### src/logic/supply_monitor_consts.svh
// Register offsets, field positions and reset values of the supply monitor
`ifndef SUPPLY_MONITOR_CONSTS_SVH
`define SUPPLY_MONITOR_CONSTS_SVH

// Register indices; the APB byte address is four times the index
`define IDX_BAT_CTRL 16'h285C
`define IDX_CMP_SEL 16'h2861
`define IDX_CMP_EN 16'h2864
`define IDX_LDO_CTRL 16'h2866
`define IDX_LDO_TRIM 16'h286A
`define IDX_AN_STATUS 16'h286B
`define IDX_IRQ_FLAG 16'h28A2
`define IDX_IRQ_EN 16'h28A5
`define IDX_SYS_STATE 16'h28C0
`define IDX_IRQ_GATE 16'h28C1
`define IDX_EVT_STATUS 16'h28C2
`define IDX_EVT_MASK 16'h28C3
`define IDX_WIDTH 16

// Field positions
`define BIT_LINE_POWER 0
`define BIT_POWER_DOWN 1
`define BIT_BAT_DISC 0
`define BIT_BIAS_SEL 4
`define BIT_SEL_B_LO 2
`define BIT_SEL_A_LO 0
`define BIT_EN_B 5
`define BIT_EN_A 4
`define BIT_OUT_B 6
`define BIT_OUT_A 5
`define BIT_CMP_IRQ 6
`define BIT_GATE_EXT 3
`define BIT_GATE_GLB 7
`define BIT_LDO_SEL_LO 3
`define BIT_LDO_DIG_LO 0
`define BIT_TRIM_LO 3
`define BIT_TRIM_EN 0
`define BIT_EVT_PDN 0
`define BIT_EVT_CMP 1

// Reset values
`define RST_REG8 8'h00

`endif

### src/logic/supply_monitor_pkg.sv
// Types shared by the supply monitor design
`default_nettype none
package supply_monitor_pkg;
   typedef logic [7:0] reg8_t;
   typedef enum logic [1:0] {
      SEL_N_VS_REF,
      SEL_P_VS_REF,
      SEL_P_VS_N_A,
      SEL_P_VS_N_B
   } input_sel_t;
endpackage : supply_monitor_pkg
`default_nettype wire

### src/logic/supply_monitor_comparator_ctrl.sv
// Supply supervisor, comparator control and status register bank on APB
//
// Functional notes
// - Mains below 1 V sets power-down, interrupt
// - Line-power reads 0 below 1.0 V
// - Above 1.1 V line-power 1, power-down 0
// - Comparators stopped in level-1 reset, sleep
// - Comparator interrupt needs all three enables
// - Comparator output change sets interrupt flag
// - Bias select bit4: 20 nA or 200 nA
// - Second comparator input select bits 3:2
// - First comparator input select bits 1:0
// - Bit5 enables second comparator
// - Bit4 enables first comparator
// - Status bit6 shows second comparator output
// - Status bit5 shows first comparator output
// - Analog regulator via select or trim
// - Digital supply level bits 1:0
//
// Added by the designer: register access over APB.
`default_nettype none
`include "supply_monitor_consts.svh"

module supply_monitor_comparator_ctrl (
   // Clock, reset, enable
   input wire logic clk_sys,
   input wire logic sys_rst,
   input wire logic clk_en,
   // APB slave
   input wire logic psel,
   input wire logic penable,
   input wire logic pwrite,
   input wire logic [31:0] paddr,
   input wire logic [31:0] pwdata,
   output logic [31:0] prdata,
   output logic pready,
   output logic pslverr,
   // Analog supervisor flags, asynchronous
   input wire logic mains_below_low,
   input wire logic mains_above_high,
   // Comparator outputs, asynchronous
   input wire logic first_comparator_output,
   input wire logic second_comparator_output,
   // System state
   input wire logic sleep_active,
   // Analog controls
   output logic first_comparator_enable,
   output logic second_comparator_enable,
   output logic [1:0] first_comparator_input_sel,
   output logic [1:0] second_comparator_input_sel,
   output logic comparator_bias_select,
   output logic battery_discharge_bit,
   output logic [1:0] analog_regulator_level_sel,
   output logic [2:0] analog_regulator_trim,
   output logic analog_trim_active,
   output logic [1:0] digital_supply_level_sel,
   // Interrupts to the processor
   output logic power_down_irq,
   output logic comparator_irq,
   output logic irq
);

   // Synchronisers: stage one is read only by stage two
   logic [3:0] sync1_ff;
   logic [3:0] sync2_ff;
   wire logic [3:0] async_in = {second_comparator_output,
      first_comparator_output, mains_above_high, mains_below_low};

   always_ff @(posedge clk_sys or posedge sys_rst) begin
      if (sys_rst) begin
         sync1_ff <= 4'h0;
         sync2_ff <= 4'h0;
      end else if (clk_en) begin
         sync1_ff <= async_in;
         sync2_ff <= sync1_ff;
      end
   end

   wire logic below_s = sync2_ff[0];
   wire logic above_s = sync2_ff[1];
   wire logic cmp_a_s = sync2_ff[2];
   wire logic cmp_b_s = sync2_ff[3];

   // Registers
   supply_monitor_pkg::reg8_t bat_ff, sel_ff, en_ff, ldo_ff, trim_ff;
   supply_monitor_pkg::reg8_t irq_en_ff, gate_ff, evt_mask_ff;
   logic power_down_ff, line_power_ff;
   logic cmp_flag_ff;
   logic [1:0] evt_ff;
   logic out_a_ff, out_b_ff;
   logic run_ff;
   logic [31:0] prdata_ff;
   logic pready_ff, pslverr_ff;
   logic pdn_irq_ff, cmp_irq_ff, irq_ff;

   // APB decode; the slave answers with no wait states
   wire logic acc = psel && penable;
   wire logic wr = acc && pwrite;
   wire logic rd = acc && !pwrite;
   wire logic aligned = paddr[1:0] == 2'h0;
   wire logic hi_zero = paddr[31:`IDX_WIDTH + 2] == '0;
   wire logic [`IDX_WIDTH-1:0] idx = paddr[`IDX_WIDTH+1:2];
   wire logic hit_bat = idx == `IDX_BAT_CTRL;
   wire logic hit_sel = idx == `IDX_CMP_SEL;
   wire logic hit_en = idx == `IDX_CMP_EN;
   wire logic hit_ldo = idx == `IDX_LDO_CTRL;
   wire logic hit_trim = idx == `IDX_LDO_TRIM;
   wire logic hit_an = idx == `IDX_AN_STATUS;
   wire logic hit_flag = idx == `IDX_IRQ_FLAG;
   wire logic hit_ien = idx == `IDX_IRQ_EN;
   wire logic hit_sys = idx == `IDX_SYS_STATE;
   wire logic hit_gate = idx == `IDX_IRQ_GATE;
   wire logic hit_evt = idx == `IDX_EVT_STATUS;
   wire logic hit_mask = idx == `IDX_EVT_MASK;
   wire logic mapped = aligned && hi_zero && (hit_bat || hit_sel
      || hit_en || hit_ldo || hit_trim || hit_an || hit_flag || hit_ien
      || hit_sys || hit_gate || hit_evt || hit_mask);
   wire logic wok = wr && mapped;
   // Reads are fetched in setup so the data stands beside pready
   wire logic setup_rd = psel && !penable && !pwrite && mapped;

   // Comparators run only outside sleep; level-1 resets clear run_ff
   wire logic nxt_run = !sleep_active;
   wire logic run_a = run_ff && en_ff[`BIT_EN_A];
   wire logic run_b = run_ff && en_ff[`BIT_EN_B];

   // Output change of a running comparator raises the flag
   wire logic chg_a = run_a && (cmp_a_s != out_a_ff);
   wire logic chg_b = run_b && (cmp_b_s != out_b_ff);
   wire logic cmp_event = chg_a || chg_b;
   wire logic nxt_out_a = run_a ? cmp_a_s : out_a_ff;
   wire logic nxt_out_b = run_b ? cmp_b_s : out_b_ff;

   // Writing one to the flag bit clears it; a new change wins
   wire logic flag_clr = wok && hit_flag && pwdata[`BIT_CMP_IRQ];
   wire logic nxt_cmp_flag = cmp_event || (cmp_flag_ff && !flag_clr);

   // Supervisor hysteresis: set below 1 V, release above 1.1 V
   wire logic pdn_rise = below_s && !power_down_ff;
   wire logic nxt_power_down = below_s ? 1'b1
      : (above_s ? 1'b0 : power_down_ff);
   wire logic nxt_line_power = below_s ? 1'b0
      : (above_s ? 1'b1 : line_power_ff);

   // Sticky event status, cleared by reading it; a new event wins
   wire logic evt_rd = setup_rd && hit_evt;
   wire logic [1:0] evt_set = {cmp_event, pdn_rise};
   wire logic [1:0] nxt_evt = evt_set | (evt_rd ? 2'h0 : evt_ff);

   // Forwarding of the comparator interrupt needs three enables
   wire logic nxt_cmp_irq = cmp_flag_ff && irq_en_ff[`BIT_CMP_IRQ]
      && gate_ff[`BIT_GATE_EXT] && gate_ff[`BIT_GATE_GLB];
   wire logic nxt_pdn_irq = power_down_ff;
   wire logic nxt_irq = |(evt_ff & evt_mask_ff[1:0]);

   wire supply_monitor_pkg::reg8_t sys_view = {6'h00,
      power_down_ff, line_power_ff};
   wire supply_monitor_pkg::reg8_t an_view = {1'b0, out_b_ff,
      out_a_ff, 5'h00};
   wire supply_monitor_pkg::reg8_t flag_view = {1'b0, cmp_flag_ff,
      6'h00};
   wire supply_monitor_pkg::reg8_t rd_mux =
      hit_bat ? bat_ff :
      hit_sel ? sel_ff :
      hit_en ? en_ff :
      hit_ldo ? ldo_ff :
      hit_trim ? trim_ff :
      hit_an ? an_view :
      hit_flag ? flag_view :
      hit_ien ? irq_en_ff :
      hit_sys ? sys_view :
      hit_gate ? gate_ff :
      hit_evt ? {6'h00, evt_ff} :
      hit_mask ? evt_mask_ff : 8'h00;
   wire logic [31:0] nxt_prdata = setup_rd ? {24'h000000, rd_mux}
      : 32'h00000000;

   // Register writes
   always_ff @(posedge clk_sys or posedge sys_rst) begin
      if (sys_rst) begin
         bat_ff <= `RST_REG8;
         sel_ff <= `RST_REG8;
         en_ff <= `RST_REG8;
         ldo_ff <= `RST_REG8;
         trim_ff <= `RST_REG8;
         irq_en_ff <= `RST_REG8;
         gate_ff <= `RST_REG8;
         evt_mask_ff <= `RST_REG8;
      end else if (clk_en && wok) begin
         if (hit_bat) bat_ff <= {7'h00, pwdata[`BIT_BAT_DISC]};
         if (hit_sel) sel_ff <= {3'h0, pwdata[4:0]};
         if (hit_en) en_ff <= {2'h0, pwdata[5:4], 4'h0};
         if (hit_ldo) ldo_ff <= {3'h0, pwdata[4:0]};
         if (hit_trim) trim_ff <= {2'h0, pwdata[5:3], 2'h0, pwdata[0]};
         if (hit_ien) irq_en_ff <= {1'b0, pwdata[6], 6'h00};
         if (hit_gate) gate_ff <= {pwdata[7], 3'h0, pwdata[3], 3'h0};
         if (hit_mask) evt_mask_ff <= {6'h00, pwdata[1:0]};
      end
   end

   // Status, interrupts and bus answer
   always_ff @(posedge clk_sys or posedge sys_rst) begin
      if (sys_rst) begin
         run_ff <= 1'b0;
         out_a_ff <= 1'b0;
         out_b_ff <= 1'b0;
         cmp_flag_ff <= 1'b0;
         power_down_ff <= 1'b0;
         line_power_ff <= 1'b0;
         evt_ff <= 2'h0;
         cmp_irq_ff <= 1'b0;
         pdn_irq_ff <= 1'b0;
         irq_ff <= 1'b0;
         prdata_ff <= 32'h00000000;
         pready_ff <= 1'b0;
         pslverr_ff <= 1'b0;
      end else if (clk_en) begin
         run_ff <= nxt_run;
         out_a_ff <= nxt_out_a;
         out_b_ff <= nxt_out_b;
         cmp_flag_ff <= nxt_cmp_flag;
         power_down_ff <= nxt_power_down;
         line_power_ff <= nxt_line_power;
         evt_ff <= nxt_evt;
         cmp_irq_ff <= nxt_cmp_irq;
         pdn_irq_ff <= nxt_pdn_irq;
         irq_ff <= nxt_irq;
         prdata_ff <= nxt_prdata;
         pready_ff <= psel && !penable;
         pslverr_ff <= psel && !penable && !mapped;
      end
   end

   // Outputs straight from registers
   assign prdata = prdata_ff;
   assign pready = pready_ff;
   assign pslverr = pslverr_ff;
   assign first_comparator_enable = en_ff[`BIT_EN_A];
   assign second_comparator_enable = en_ff[`BIT_EN_B];
   assign first_comparator_input_sel = sel_ff[1:0];
   assign second_comparator_input_sel = sel_ff[3:2];
   assign comparator_bias_select = sel_ff[`BIT_BIAS_SEL];
   assign battery_discharge_bit = bat_ff[`BIT_BAT_DISC];
   assign analog_regulator_level_sel = ldo_ff[4:3];
   assign analog_regulator_trim = trim_ff[5:3];
   assign analog_trim_active = trim_ff[`BIT_TRIM_EN];
   assign digital_supply_level_sel = ldo_ff[1:0];
   assign power_down_irq = pdn_irq_ff;
   assign comparator_irq = cmp_irq_ff;
   assign irq = irq_ff;

   // Checks
   a_flag_on_change: assert property (@(posedge clk_sys) disable iff
      (sys_rst) clk_en && cmp_event |=> cmp_flag_ff)
      else $error("change did not set comparator flag");
   a_flag_set_wins: assert property (@(posedge clk_sys) disable iff
      (sys_rst) clk_en && cmp_event && flag_clr |=> cmp_flag_ff)
      else $error("clear lost a comparator event");
   a_flag_sticky: assert property (@(posedge clk_sys) disable iff
      (sys_rst) clk_en && cmp_flag_ff && !flag_clr |=> cmp_flag_ff)
      else $error("comparator flag dropped without clear");
   a_irq_three_en: assert property (@(posedge clk_sys) disable iff
      (sys_rst) comparator_irq |-> $past(cmp_flag_ff)
      && $past(irq_en_ff[6]) && $past(gate_ff[3])
      && $past(gate_ff[7]))
      else $error("comparator interrupt without all enables");
   a_pdn_set: assert property (@(posedge clk_sys) disable iff
      (sys_rst) clk_en && below_s |=> power_down_ff && !line_power_ff
      ##1 power_down_irq || !clk_en)
      else $error("power-down not flagged below low threshold");
   a_line_up: assert property (@(posedge clk_sys) disable iff
      (sys_rst) clk_en && above_s && !below_s
      |=> line_power_ff && !power_down_ff)
      else $error("line power not restored above high threshold");
   a_sleep_stop: assert property (@(posedge clk_sys) disable iff
      (sys_rst) clk_en && $past(sleep_active) && $past(clk_en)
      |-> !cmp_event)
      else $error("comparator event while asleep");
   a_sync_delay: assert property (@(posedge clk_sys) disable iff
      (sys_rst) clk_en && $past(clk_en) && $past(clk_en, 2)
      |-> cmp_a_s == $past(first_comparator_output, 2))
      else $error("synchroniser depth is not two");
   a_status_track: assert property (@(posedge clk_sys) disable iff
      (sys_rst) clk_en && run_b |=> out_b_ff == $past(cmp_b_s))
      else $error("second comparator status stale");
   a_hold_disabled: assert property (@(posedge clk_sys) disable iff
      (sys_rst) clk_en && !run_a |=> out_a_ff == $past(out_a_ff))
      else $error("stopped comparator status changed");
   a_flag_clear: assert property (@(posedge clk_sys) disable iff
      (sys_rst) clk_en && flag_clr && !cmp_event |=> !cmp_flag_ff)
      else $error("comparator flag not cleared by write");
   a_flags_apart: assert property (@(posedge clk_sys) disable iff
      (sys_rst) !(power_down_ff && line_power_ff))
      else $error("power-down and line-power both set");
   a_pdn_irq_lag: assert property (@(posedge clk_sys) disable iff
      (sys_rst) clk_en |=> power_down_irq == $past(power_down_ff))
      else $error("power-down interrupt does not follow flag");
   a_evt_rd_clear: assert property (@(posedge clk_sys) disable iff
      (sys_rst) clk_en && evt_rd && !pdn_rise |=> !evt_ff[0])
      else $error("event status not cleared by read");

   // Bus answer, interrupt level and freeze checks; a lost pulse would hang the master
   a_ready_pulse: assert property (@(posedge clk_sys) disable iff
      (sys_rst) clk_en && psel && !penable |=> pready)
      else $error("no answer in first access cycle");
   a_ready_single: assert property (@(posedge clk_sys) disable iff
      (sys_rst) clk_en && pready |=> !pready)
      else $error("ready stood longer than one cycle");
   a_err_ready: assert property (@(posedge clk_sys) disable iff
      (sys_rst) pslverr |-> pready)
      else $error("error answer without ready");
   a_rdata_idle: assert property (@(posedge clk_sys) disable iff
      (sys_rst) !pready |-> prdata == 32'h00000000)
      else $error("read data outside answer cycle");
   a_rdata_upper: assert property (@(posedge clk_sys) disable iff
      (sys_rst) prdata[31:8] == 24'h000000)
      else $error("upper read data bits not zero");
   a_err_rdata: assert property (@(posedge clk_sys) disable iff
      (sys_rst) pslverr |-> prdata == 32'h00000000)
      else $error("refused read returned data");
   a_bad_write: assert property (@(posedge clk_sys) disable iff
      (sys_rst) clk_en && wr && !mapped |=> en_ff == $past(en_ff))
      else $error("refused write changed a register");
   a_irq_level: assert property (@(posedge clk_sys) disable iff
      (sys_rst) irq |-> $past(|(evt_ff & evt_mask_ff[1:0])))
      else $error("interrupt without unmasked status");
   a_freeze: assert property (@(posedge clk_sys) disable iff
      (sys_rst) !clk_en |=> $stable(cmp_flag_ff) && $stable(evt_ff))
      else $error("state moved while clock enable low");

endmodule : supply_monitor_comparator_ctrl
`default_nettype wire

### config.mk
export PLATFORM = sky130hd
export DESIGN_NAME = supply_monitor_comparator_ctrl
export DESIGN_NICKNAME = d
export VERILOG_FILES = /design/src/logic/supply_monitor_pkg.sv /design/src/logic/supply_monitor_comparator_ctrl.sv
export VERILOG_INCLUDE_DIRS = /design/src /design/src/logic
export SDC_FILE = /design/constraint.sdc
export NUM_CORES = 1
export LEC_CHECK = 0
export ABC_AREA = 1
export BUFFER_PORTS_ARGS = -buffer_cell sky130_fd_sc_hd__buf_2
export CAP_MARGIN = 15
export CORE_UTILIZATION = 53
export CTS_CLUSTER_DIAMETER = 200
export DETAILED_ROUTE_END_ITERATION = 8
export PLACE_DENSITY = 0.95
export RECOVER_POWER = 100
export SLEW_MARGIN = 10
export SYNTH_ARGS = -nofsm -noshare
export SYNTH_HDL_FRONTEND = slang
export SYNTH_SLANG_ARGS = --single-unit
### constraint.sdc
create_clock -name clk_sys -period 5.15 [get_ports clk_sys]
set_clock_uncertainty 0.15 [all_clocks]
set_input_delay 1.03 -clock clk_sys [delete_from_list [all_inputs] [get_ports clk_sys]]
set_output_delay 1.03 -clock clk_sys [all_outputs]
set_load 0.01 [all_outputs]
# --- After elaboration in Yosys (flattened, before gate mapping) ---
# Cells that the tools add are included.
op_classes:
  bitwise_logic: 2
  n_mux: 18
  shift: 0
  add_sub_neg: 0
  n_reduce_logical: 56
  n_eq_ne: 14
  n_mul: 0
  n_div: 0
  magnitude_cmp: 0
op_table:
  columns: ["operator", "n"]
  rows:
  - ["16-bit by 14-bit == test with 1-bit output (second input constant)", 12]
  - ["8-bit two-way mux", 11]
  - ["1-bit logical AND", 22]
  - ["2-bit AND reduction", 11]
  - ["14-bit zero test", 1]
  - ["1-bit logical OR", 13]
  - ["1-bit zero test", 6]
  - ["2-bit two-way mux", 3]
  - ["1-bit two-way mux", 4]
  - ["2-bit bitwise AND", 1]
  - ["2-bit zero test", 1]
  - ["1-bit != test", 2]
  - ["2-bit OR", 1]
  - ["2-bit nonzero test", 1]
  - ["2-bit OR reduction", 1]
totals:
  romBits: 0
  register_bits: 75
  word_cells: 113
  mem_bits_rw: 0
  memories: 0
  inputBits: 75
  latchBits: 0

# --- Logic depth before layout (Yosys ltp) ---
# Gate-level depths: netlist of run 1.
depth:
  depth_word: 19
  mapped_depth: 15
  ltp_nobuf: 15

# --- Worst setup path before layout of run 1 ---
# Ideal clock, no wire load.
synth_path:
  kind: "input port to flip-flop"
  startpoint: "input port paddr[12]"
  endpoint: "register ldo_ff[0]"
  setup_slack_ps: 2505
  required_ps: 4883
  setup_ps: 117
  path_stages: 13
  arrival_ps: 2378
  cell_sequence: "nor2_1 > nand2_1 > nor2_2 > buf_4 > nand3_1 > nand2_1 > nor2_1 > nand3_2 > nand2_2 > nor2_8 > nand2_4 > nor2_1 > nor2_1"
synth_between:
  elab_chain_cells: 16
synth_lines:
  columns: ["item", "line_no", "text"]
  rows:
  - ["from (decl)", "supply_monitor_comparator_ctrl.sv:33", "input wire logic [31:0] paddr,"]
  - ["16-bit by 14-bit == test with 1-bit output (no line)", null, null]
  - ["1-bit logical OR", "supply_monitor_comparator_ctrl.sv:115", "wire logic mapped = aligned && hi_zero && (hit_bat || hit_sel"]
  - ["1-bit logical OR (6 in series)", "supply_monitor_comparator_ctrl.sv:116", "|| hit_en || hit_ldo || hit_trim || hit_an || hit_flag || hit_ien"]
  - ["1-bit logical OR (4 in series)", "supply_monitor_comparator_ctrl.sv:117", "|| hit_sys || hit_gate || hit_evt || hit_mask);"]
  - ["1-bit logical AND", "supply_monitor_comparator_ctrl.sv:115", null]
  - ["1-bit logical AND", "supply_monitor_comparator_ctrl.sv:118", "wire logic wok = wr && mapped;"]
  - ["1-bit logical AND", "supply_monitor_comparator_ctrl.sv:189", "end else if (clk_en && wok) begin"]
  - ["2-bit AND reduction (no line) *", null, null]
  - ["to (signal assigned)", "supply_monitor_comparator_ctrl.sv:184", "ldo_ff <= `RST_REG8;"]
  - ["to (signal assigned)", "supply_monitor_comparator_ctrl.sv:193", "if (hit_ldo) ldo_ff <= {3'h0, pwdata[4:0]};"]
  - ["to (decl)", "supply_monitor_comparator_ctrl.sv:85", "supply_monitor_pkg::reg8_t bat_ff, sel_ff, en_ff, ldo_ff, trim_ff;"]
# Mark *: on every way between the ends. The rest lies on a longest branch, timed or not.
# A chain may end at the register's enable or synchronous reset.

# --- Final worst setup path of run 1 ---
layout_path:
  startpoint: "input port paddr[10]"
  endpoint: "register sel_ff[4]"
layout_between:
  elab_chain_cells: 16
layout_lines:
  columns: ["item", "line_no", "text"]
  rows:
  - ["16-bit by 14-bit == test with 1-bit output (no line)", null, null]
  - ["1-bit logical OR", "supply_monitor_comparator_ctrl.sv:115", null]
  - ["1-bit logical OR (6 in series)", "supply_monitor_comparator_ctrl.sv:116", null]
  - ["1-bit logical OR (4 in series)", "supply_monitor_comparator_ctrl.sv:117", null]
  - ["1-bit logical AND", "supply_monitor_comparator_ctrl.sv:115", null]
  - ["1-bit logical AND", "supply_monitor_comparator_ctrl.sv:118", null]
  - ["1-bit logical AND", "supply_monitor_comparator_ctrl.sv:189", null]
  - ["2-bit AND reduction (no line) *", null, null]
  - ["to (signal assigned)", "supply_monitor_comparator_ctrl.sv:182", "sel_ff <= `RST_REG8;"]
  - ["to (signal assigned)", "supply_monitor_comparator_ctrl.sv:191", "if (hit_sel) sel_ff <= {3'h0, pwdata[4:0]};"]
  - ["to (decl)", "supply_monitor_comparator_ctrl.sv:85", null]
# Marks and branches as above.

==> impl_metrics.yaml, run 1 <==
logic_synthesis:
  synth_largest_area_cell: "dfrtp_1"
  avgSynthCellArea_um2: 6.827
  yosysSeqAreaShare: 0.3986
  ys_seq_elements: 51
  yosysMostFrequentCell: "nand2_1"
  synthArstFlopShare: 1.000
  synth-edff-count: 0
  syn_inst: 469
  synthDistinctLibCells: 30
  ys_top_cells_by_area: "dfrtp_1 (40%), nand2_1 (13%), inv_1 (9.8%)"
  synthTopCellsByCount: "nand2_1 (109), inv_1 (84), nor2_1 (81), dfrtp_1 (51), nand3_1 (32)"
  netlist_area_mm2: 0.003202
  ys_warn_count: 0
  synthFlopType: "dfrtp_1"
  synth_top_area_share: 0.3986
timing:
  finalSetupViolCount: 0
  timing.hold.ws_ns: 0.3364
  finalCritPeriodShare: 0.7261
  hold_viol_final: 0
  rsz0062_at_grt: "false"
  finalWorstSetupSlack_ns: 1.411
  setup_tns_ns: 0
  drv_slew: 39
  worst_pin_slew_ns: 1.977
  fmax_mhz: 267.4
  max_slew_margin: -0.3179
  fin_crit_ns: 3.739
global_route:
  grt_antenna_before_repair: 0
  grt_max_degree: 52
  grt_use_total: 0.2589
  globalRoute.totalOverflow: 0
  grt_pass1_wl_um: 12820
  grt_pass1_vias: 2904
min_path:
  worst_hold_path.endpoint: "sync1_ff[1]"
  hp-start: "sync1_ff[1]"
  min_path_cells: 2
  hold_path.class: "register to register"
final_layout:
  fin_cells: 620
  fin_area_mm2: 0.003562
  drive_above_1_share: 0.1186
  nNetsFinal: 622
  area_delta_synth_final_pct: 11.25
  diodes: 0
clocking:
  cts_buffers: 5
  tritoncts: "built"
  clock_path_buffers: 2
  path_clk_slew_ns: 0.10
  numClockSinks: 51
  cts.htree.levels: 2
  cts_setup_buffers: 0
  cts_root_buffer: "clkbuf_8"
  cts_resized: 0
  clk_latency_ns: 0.32
  hold_buffers: 0
worst_setup_path:
  endpoint_kind: "register"
  crit_chain: "buf_2 -> nor2_1 -> nand2_1 -> nor2_1 -> nand3_1 -> nand3_1 -> nor2_1 -> nand3_1 -> nand2_1 -> nor2_8 -> nand2_1 -> nor2_1 -> nor2_1"
  timing.rr.end: "prdata[5]"
  r2r_setup_slack_ns: 3.82
  start_kind: "primary input"
  cp.arrival_ns: 3.80
  cp_common_cell: "nor2_1"
  crit_path_max_fanout: 16
  critPathSlowestCell: "nor2_1"
  r2r_cells: 4
  r2r-start: "en_ff[5]"
  crit_required_ns: 5.21
  path_class: "primary input to register"
  slowest_delay_ns: 0.74
place:
  io_buffers: 79
  dp_hpwl_um: 5811
  routabilityCongestion: 0.9776
  dpl_cell_area_mm2: 0.003548
  pre_cts_ws_ns: 1.612
  dp.cells: 611
pwr:
  switchingPower_mw: 0.2324
  seq_power_share: 0.558
  p_sw_frac: 0.2954
  p_comb_frac: 0.132
  p_per_area_mw_per_mm2: 220.8
  p_leak_nw: 2.122
  irDropWorstVdd_mv: 0.1794
  power.share.clock: 0.309
  internal_power_mw: 0.5541
floorplanning:
  die_h_um: 79.73
  initial_core_util: 0.5642
  die_area_mm2: 0.006356
  core_mm2: 0.005675
  rows: 27
  dieWidth_um: 79.73
  ioPinCount: 128
route:
  dr.pass1.iters: 5
  vias: 3156
  via_per_inst: 5.090
  wl_per_cell_um: 12.33
  drt_iter0_markers: 228
  remaining_drc_errors: 0
  wl_um: 7645
  route.antenna.remaining_nets: 0
job:
  drv_cap: 1
outcome:
  status: "finished with violations"
  violations: "capacitance limit, slew limit"
through the flow:
stage	utilization	power (mW)
2_1_floorplan	-	0.5161
3_5_place_dp	0.6252	0.5498
3_3_place_gp	0.6252	0.5447
6_report	0.6276	0.7865
4_1_cts	0.6415	0.7884
5_1_grt	0.6276	0.8211
registers in the layout, summed over array words and instances, names as in the netlist, 2 cells and up:
name	flops
gate_ff	2
ldo_ff	5
evt_ff	2
prdata	8
sync2_ff	4
sync1_ff	4
sel_ff	5
trim_ff	4
en_ff	2
evt_mask_ff	2
metal layers:
| metal | routed length [µm] | track usage |
|---|---|---|
| met5 | 0 | 0 |
| met4 | 91 | 0.07455 |
| met3 | 568 | 0.04457 |
| met2 | 3784 | 0.4385 |
| met1 | 3201 | 0.3383 |
area by class of cell:
cell class	instances	area, µm²
Clock buffer	5	68.82
Clock inverter	3	23.77
Fill cell	540	2113
Inverter	88	330.3
Multi-Input combinational cell	320	1409
Sequential cell	51	1276
Tap cell	72	90.09
Timing Repair Buffer	81	364.1
worst max-delay path by stage:
stage          slack [ns]      start   endpoint
6_report             1.41  paddr[10]  sel_ff[4]
5_1_grt              1.10  paddr[17]  sel_ff[4]
4_1_cts              1.95  paddr[17]  prdata[6]
3_5_place_dp         1.61  paddr[17]  prdata[6]
3_3_place_gp         1.70  paddr[12]  prdata[6]
2_1_floorplan        2.50  paddr[12]  ldo_ff[0]
layout by cell type (no fill, tap or decap), drive strengths merged, types with 2 or more instances in the layout:
master / instances
nor2: 86
inv: 88
o21ai: 21
o221ai: 3
o22ai: 2
dfrtp: 51
nand4: 11
nor3: 4
a21oi: 9
clkinvlp: 2
nor4: 4
nand3b: 2
clkbuf: 38
nand3: 33
conb: 24
nand2: 116
buf: 48
power by group through the flow:
stage	Combinational [mW]	Clock [mW]	Sequential [mW]
3_3_place_gp	0.0999	0	0.445
2_1_floorplan	0.0721	0	0.444
5_1_grt	0.120	0.259	0.442
4_1_cts	0.105	0.245	0.438
3_5_place_dp	0.104	0	0.446
6_report	0.104	0.243	0.439
cells by family (layout without fill, tap and decap cells):
family,after synthesis,count (layout),synth area share
buffers and inverters,121,177,0.1758
AO/OA/AOI/OAI,39,39,0.06878
flip-flops,51,51,0.3986
other,1,24,0.001171
AND/OR/NAND/NOR,257,257,0.3556
critical path: cells and delay by family:
family                 cells  cell delay [ns]
buffers and inverters      1             0.12
AND/OR/NAND/NOR           12             2.64
(Power assumes the default switching activity.)
==> run 2, diff against run 1 <==
- CORE_UTILIZATION: 53 -> 44
- PLACE_DENSITY: 0.95 -> 0.87
- clock period: 5.15 -> 3.4 ns (I/O delays scaled with it)
==> impl_metrics.yaml, run 2 (synthesized netlist as in run 1, its figures left out) <==
outcome:
  status: "finished with violations"
  violations: "capacitance limit, slew limit"
min_path:
  hold_path.class: "primary input to async pin"
place:
  io_buffers: 79
  pre_cts_ws_ns: 0.4302
  dp_hpwl_um: 5862
  routabilityCongestion: 0.9417
timing:
  fmax_mhz: 352.4
  rsz0062_at_grt: "false"
  finalWorstSetupSlack_ns: 0.5627
  fin_crit_ns: 2.837
  max_slew_margin: -0.1640
  setup_tns_ns: 0
  finalSetupViolCount: 0
  finalCritPeriodShare: 0.8345
  hold_viol_final: 0
  worst_pin_slew_ns: 1.746
  drv_slew: 40
global_route:
  grt_max_degree: 52
  grt_pass1_vias: 2988
  grt_pass1_wl_um: 12830
  globalRoute.totalOverflow: 0
  grt_antenna_before_repair: 0
  grt_use_total: 0.2129
worst_setup_path:
  endpoint_kind: "register"
  crit_required_ns: 3.48
  crit_path_max_fanout: 16
  slowest_delay_ns: 0.46
  cp_common_cell: "nand2_1"
  crit_chain: "buf_2 -> nor2_1 -> nand2_1 -> nor2_2 -> nand3_1 -> nand3_1 -> nor2_1 -> nand3_1 -> nand2_1 -> nor2_8 -> nand2_1 -> nand2_1 -> inv_1 -> nor2_1"
  path_class: "primary input to register"
  crit_buf_inv: 2
  critPathSlowestCell: "nor2_2"
  cp_top_family: "simple AND/OR/NAND/NOR gates"
  cp.arrival_ns: 2.92
  start_kind: "primary input"
clocking:
  clock_path_buffers: 2
  hold_buffers: 0
  cts.htree.levels: 2
  cts_setup_buffers: 0
  path_clk_slew_ns: 0.08
  cts_root_buffer: "clkbuf_8"
  tritoncts: "built"
  numClockSinks: 51
  clk_latency_ns: 0.30
  cts_resized: 0
  cts_buffers: 5
pwr:
  p_per_area_mw_per_mm2: 317.9
  power_mw: 1.154
  irDropWorstVdd_mv: 0.2088
  p_leak_nw: 2.184
floorplanning:
  dieWidth_um: 87.31
  die_area_mm2: 0.007622
  ioPinCount: 128
  core_mm2: 0.006907
  initial_core_util: 0.4636
  die_h_um: 87.31
  rows: 30
final_layout:
  final_common_cell: "nand2_1"
  area_delta_synth_final_pct: 13.40
  largest_reg_flops: 8
  diodes: 0
  nNetsFinal: 625
  drive_above_1_share: 0.1270
  nFillCells: 695
  final_cell_mix: "nand2_1 (114), inv_1 (84), nor2_1 (81)"
route:
  drt_iter0_markers: 198
  route.antenna.remaining_nets: 0
  remaining_drc_errors: 0
  wl_um: 7585
  wl_per_cell_um: 11.72
  vias: 3121
  dr.pass1.iters: 5
  via_per_inst: 4.824
job:
  drv_cap: 1
run 2: changes by cell type in the layout (fill, tap and decap cells not counted), moves of 2 or more:
cell        change
buf_4           +3
clkinvlp_4      -2
nand2_4         +2
nand2_1         -2
run 2: report_power, final:
group,internal [mW],switching (mW)
logic,0.0535,0.103
clock network,0.145,0.188
registers,0.639,0.0260
run 2: worst paths after layout:
kind	end	startpoint	cells past startpoint	slack, ns
max	trim_ff[3]	paddr[16]	14	0.56
min	sel_ff[2]	sys_rst	2	0.22
max reg2reg	prdata[5]	en_ff[5]	4	2.06
min reg2reg	sync1_ff[3]	sync1_ff[3]	2	0.33
max in group asynchronous	power_down_irq	sys_rst	3	0.78
min in group clk_sys	sync1_ff[3]	sync1_ff[3]	2	0.33
run 2: layout make-up:
class	instances	area (µm²)	share of cell area
clock buffer	7	76.32	0.02102
clock inverter	1	5.005	0.001378
inverter	88	330.3	0.09097
multi-input combinational	320	1426	0.3928
sequential	51	1276	0.3515
tap	96	120.1	0.03308
timing repair buffer	84	396.6	0.1092
run 2: metal layers:
| metal | part of all wire | global-route usage |
|---|---|---|
| met4 | 0.025 | 0.08197 |
| met5 | 0 | 0 |
| met1 | 0.43 | 0.2586 |
| met3 | 0.071 | 0.03886 |
| met2 | 0.47 | 0.3736 |
run 2: per-stage QoR:
step	instance area (µm²)	util	hold slack, ns	instances
after floorplan	3288	-	0.2922	492
after CTS	3682	0.5332	0.3357	646
after global routing	3631	0.5257	0.2539	647
final	3631	0.5257	0.2177	647
after global placement	3601	0.5214	0.3077	638
after detailed placement	3601	0.5214	0.3143	638
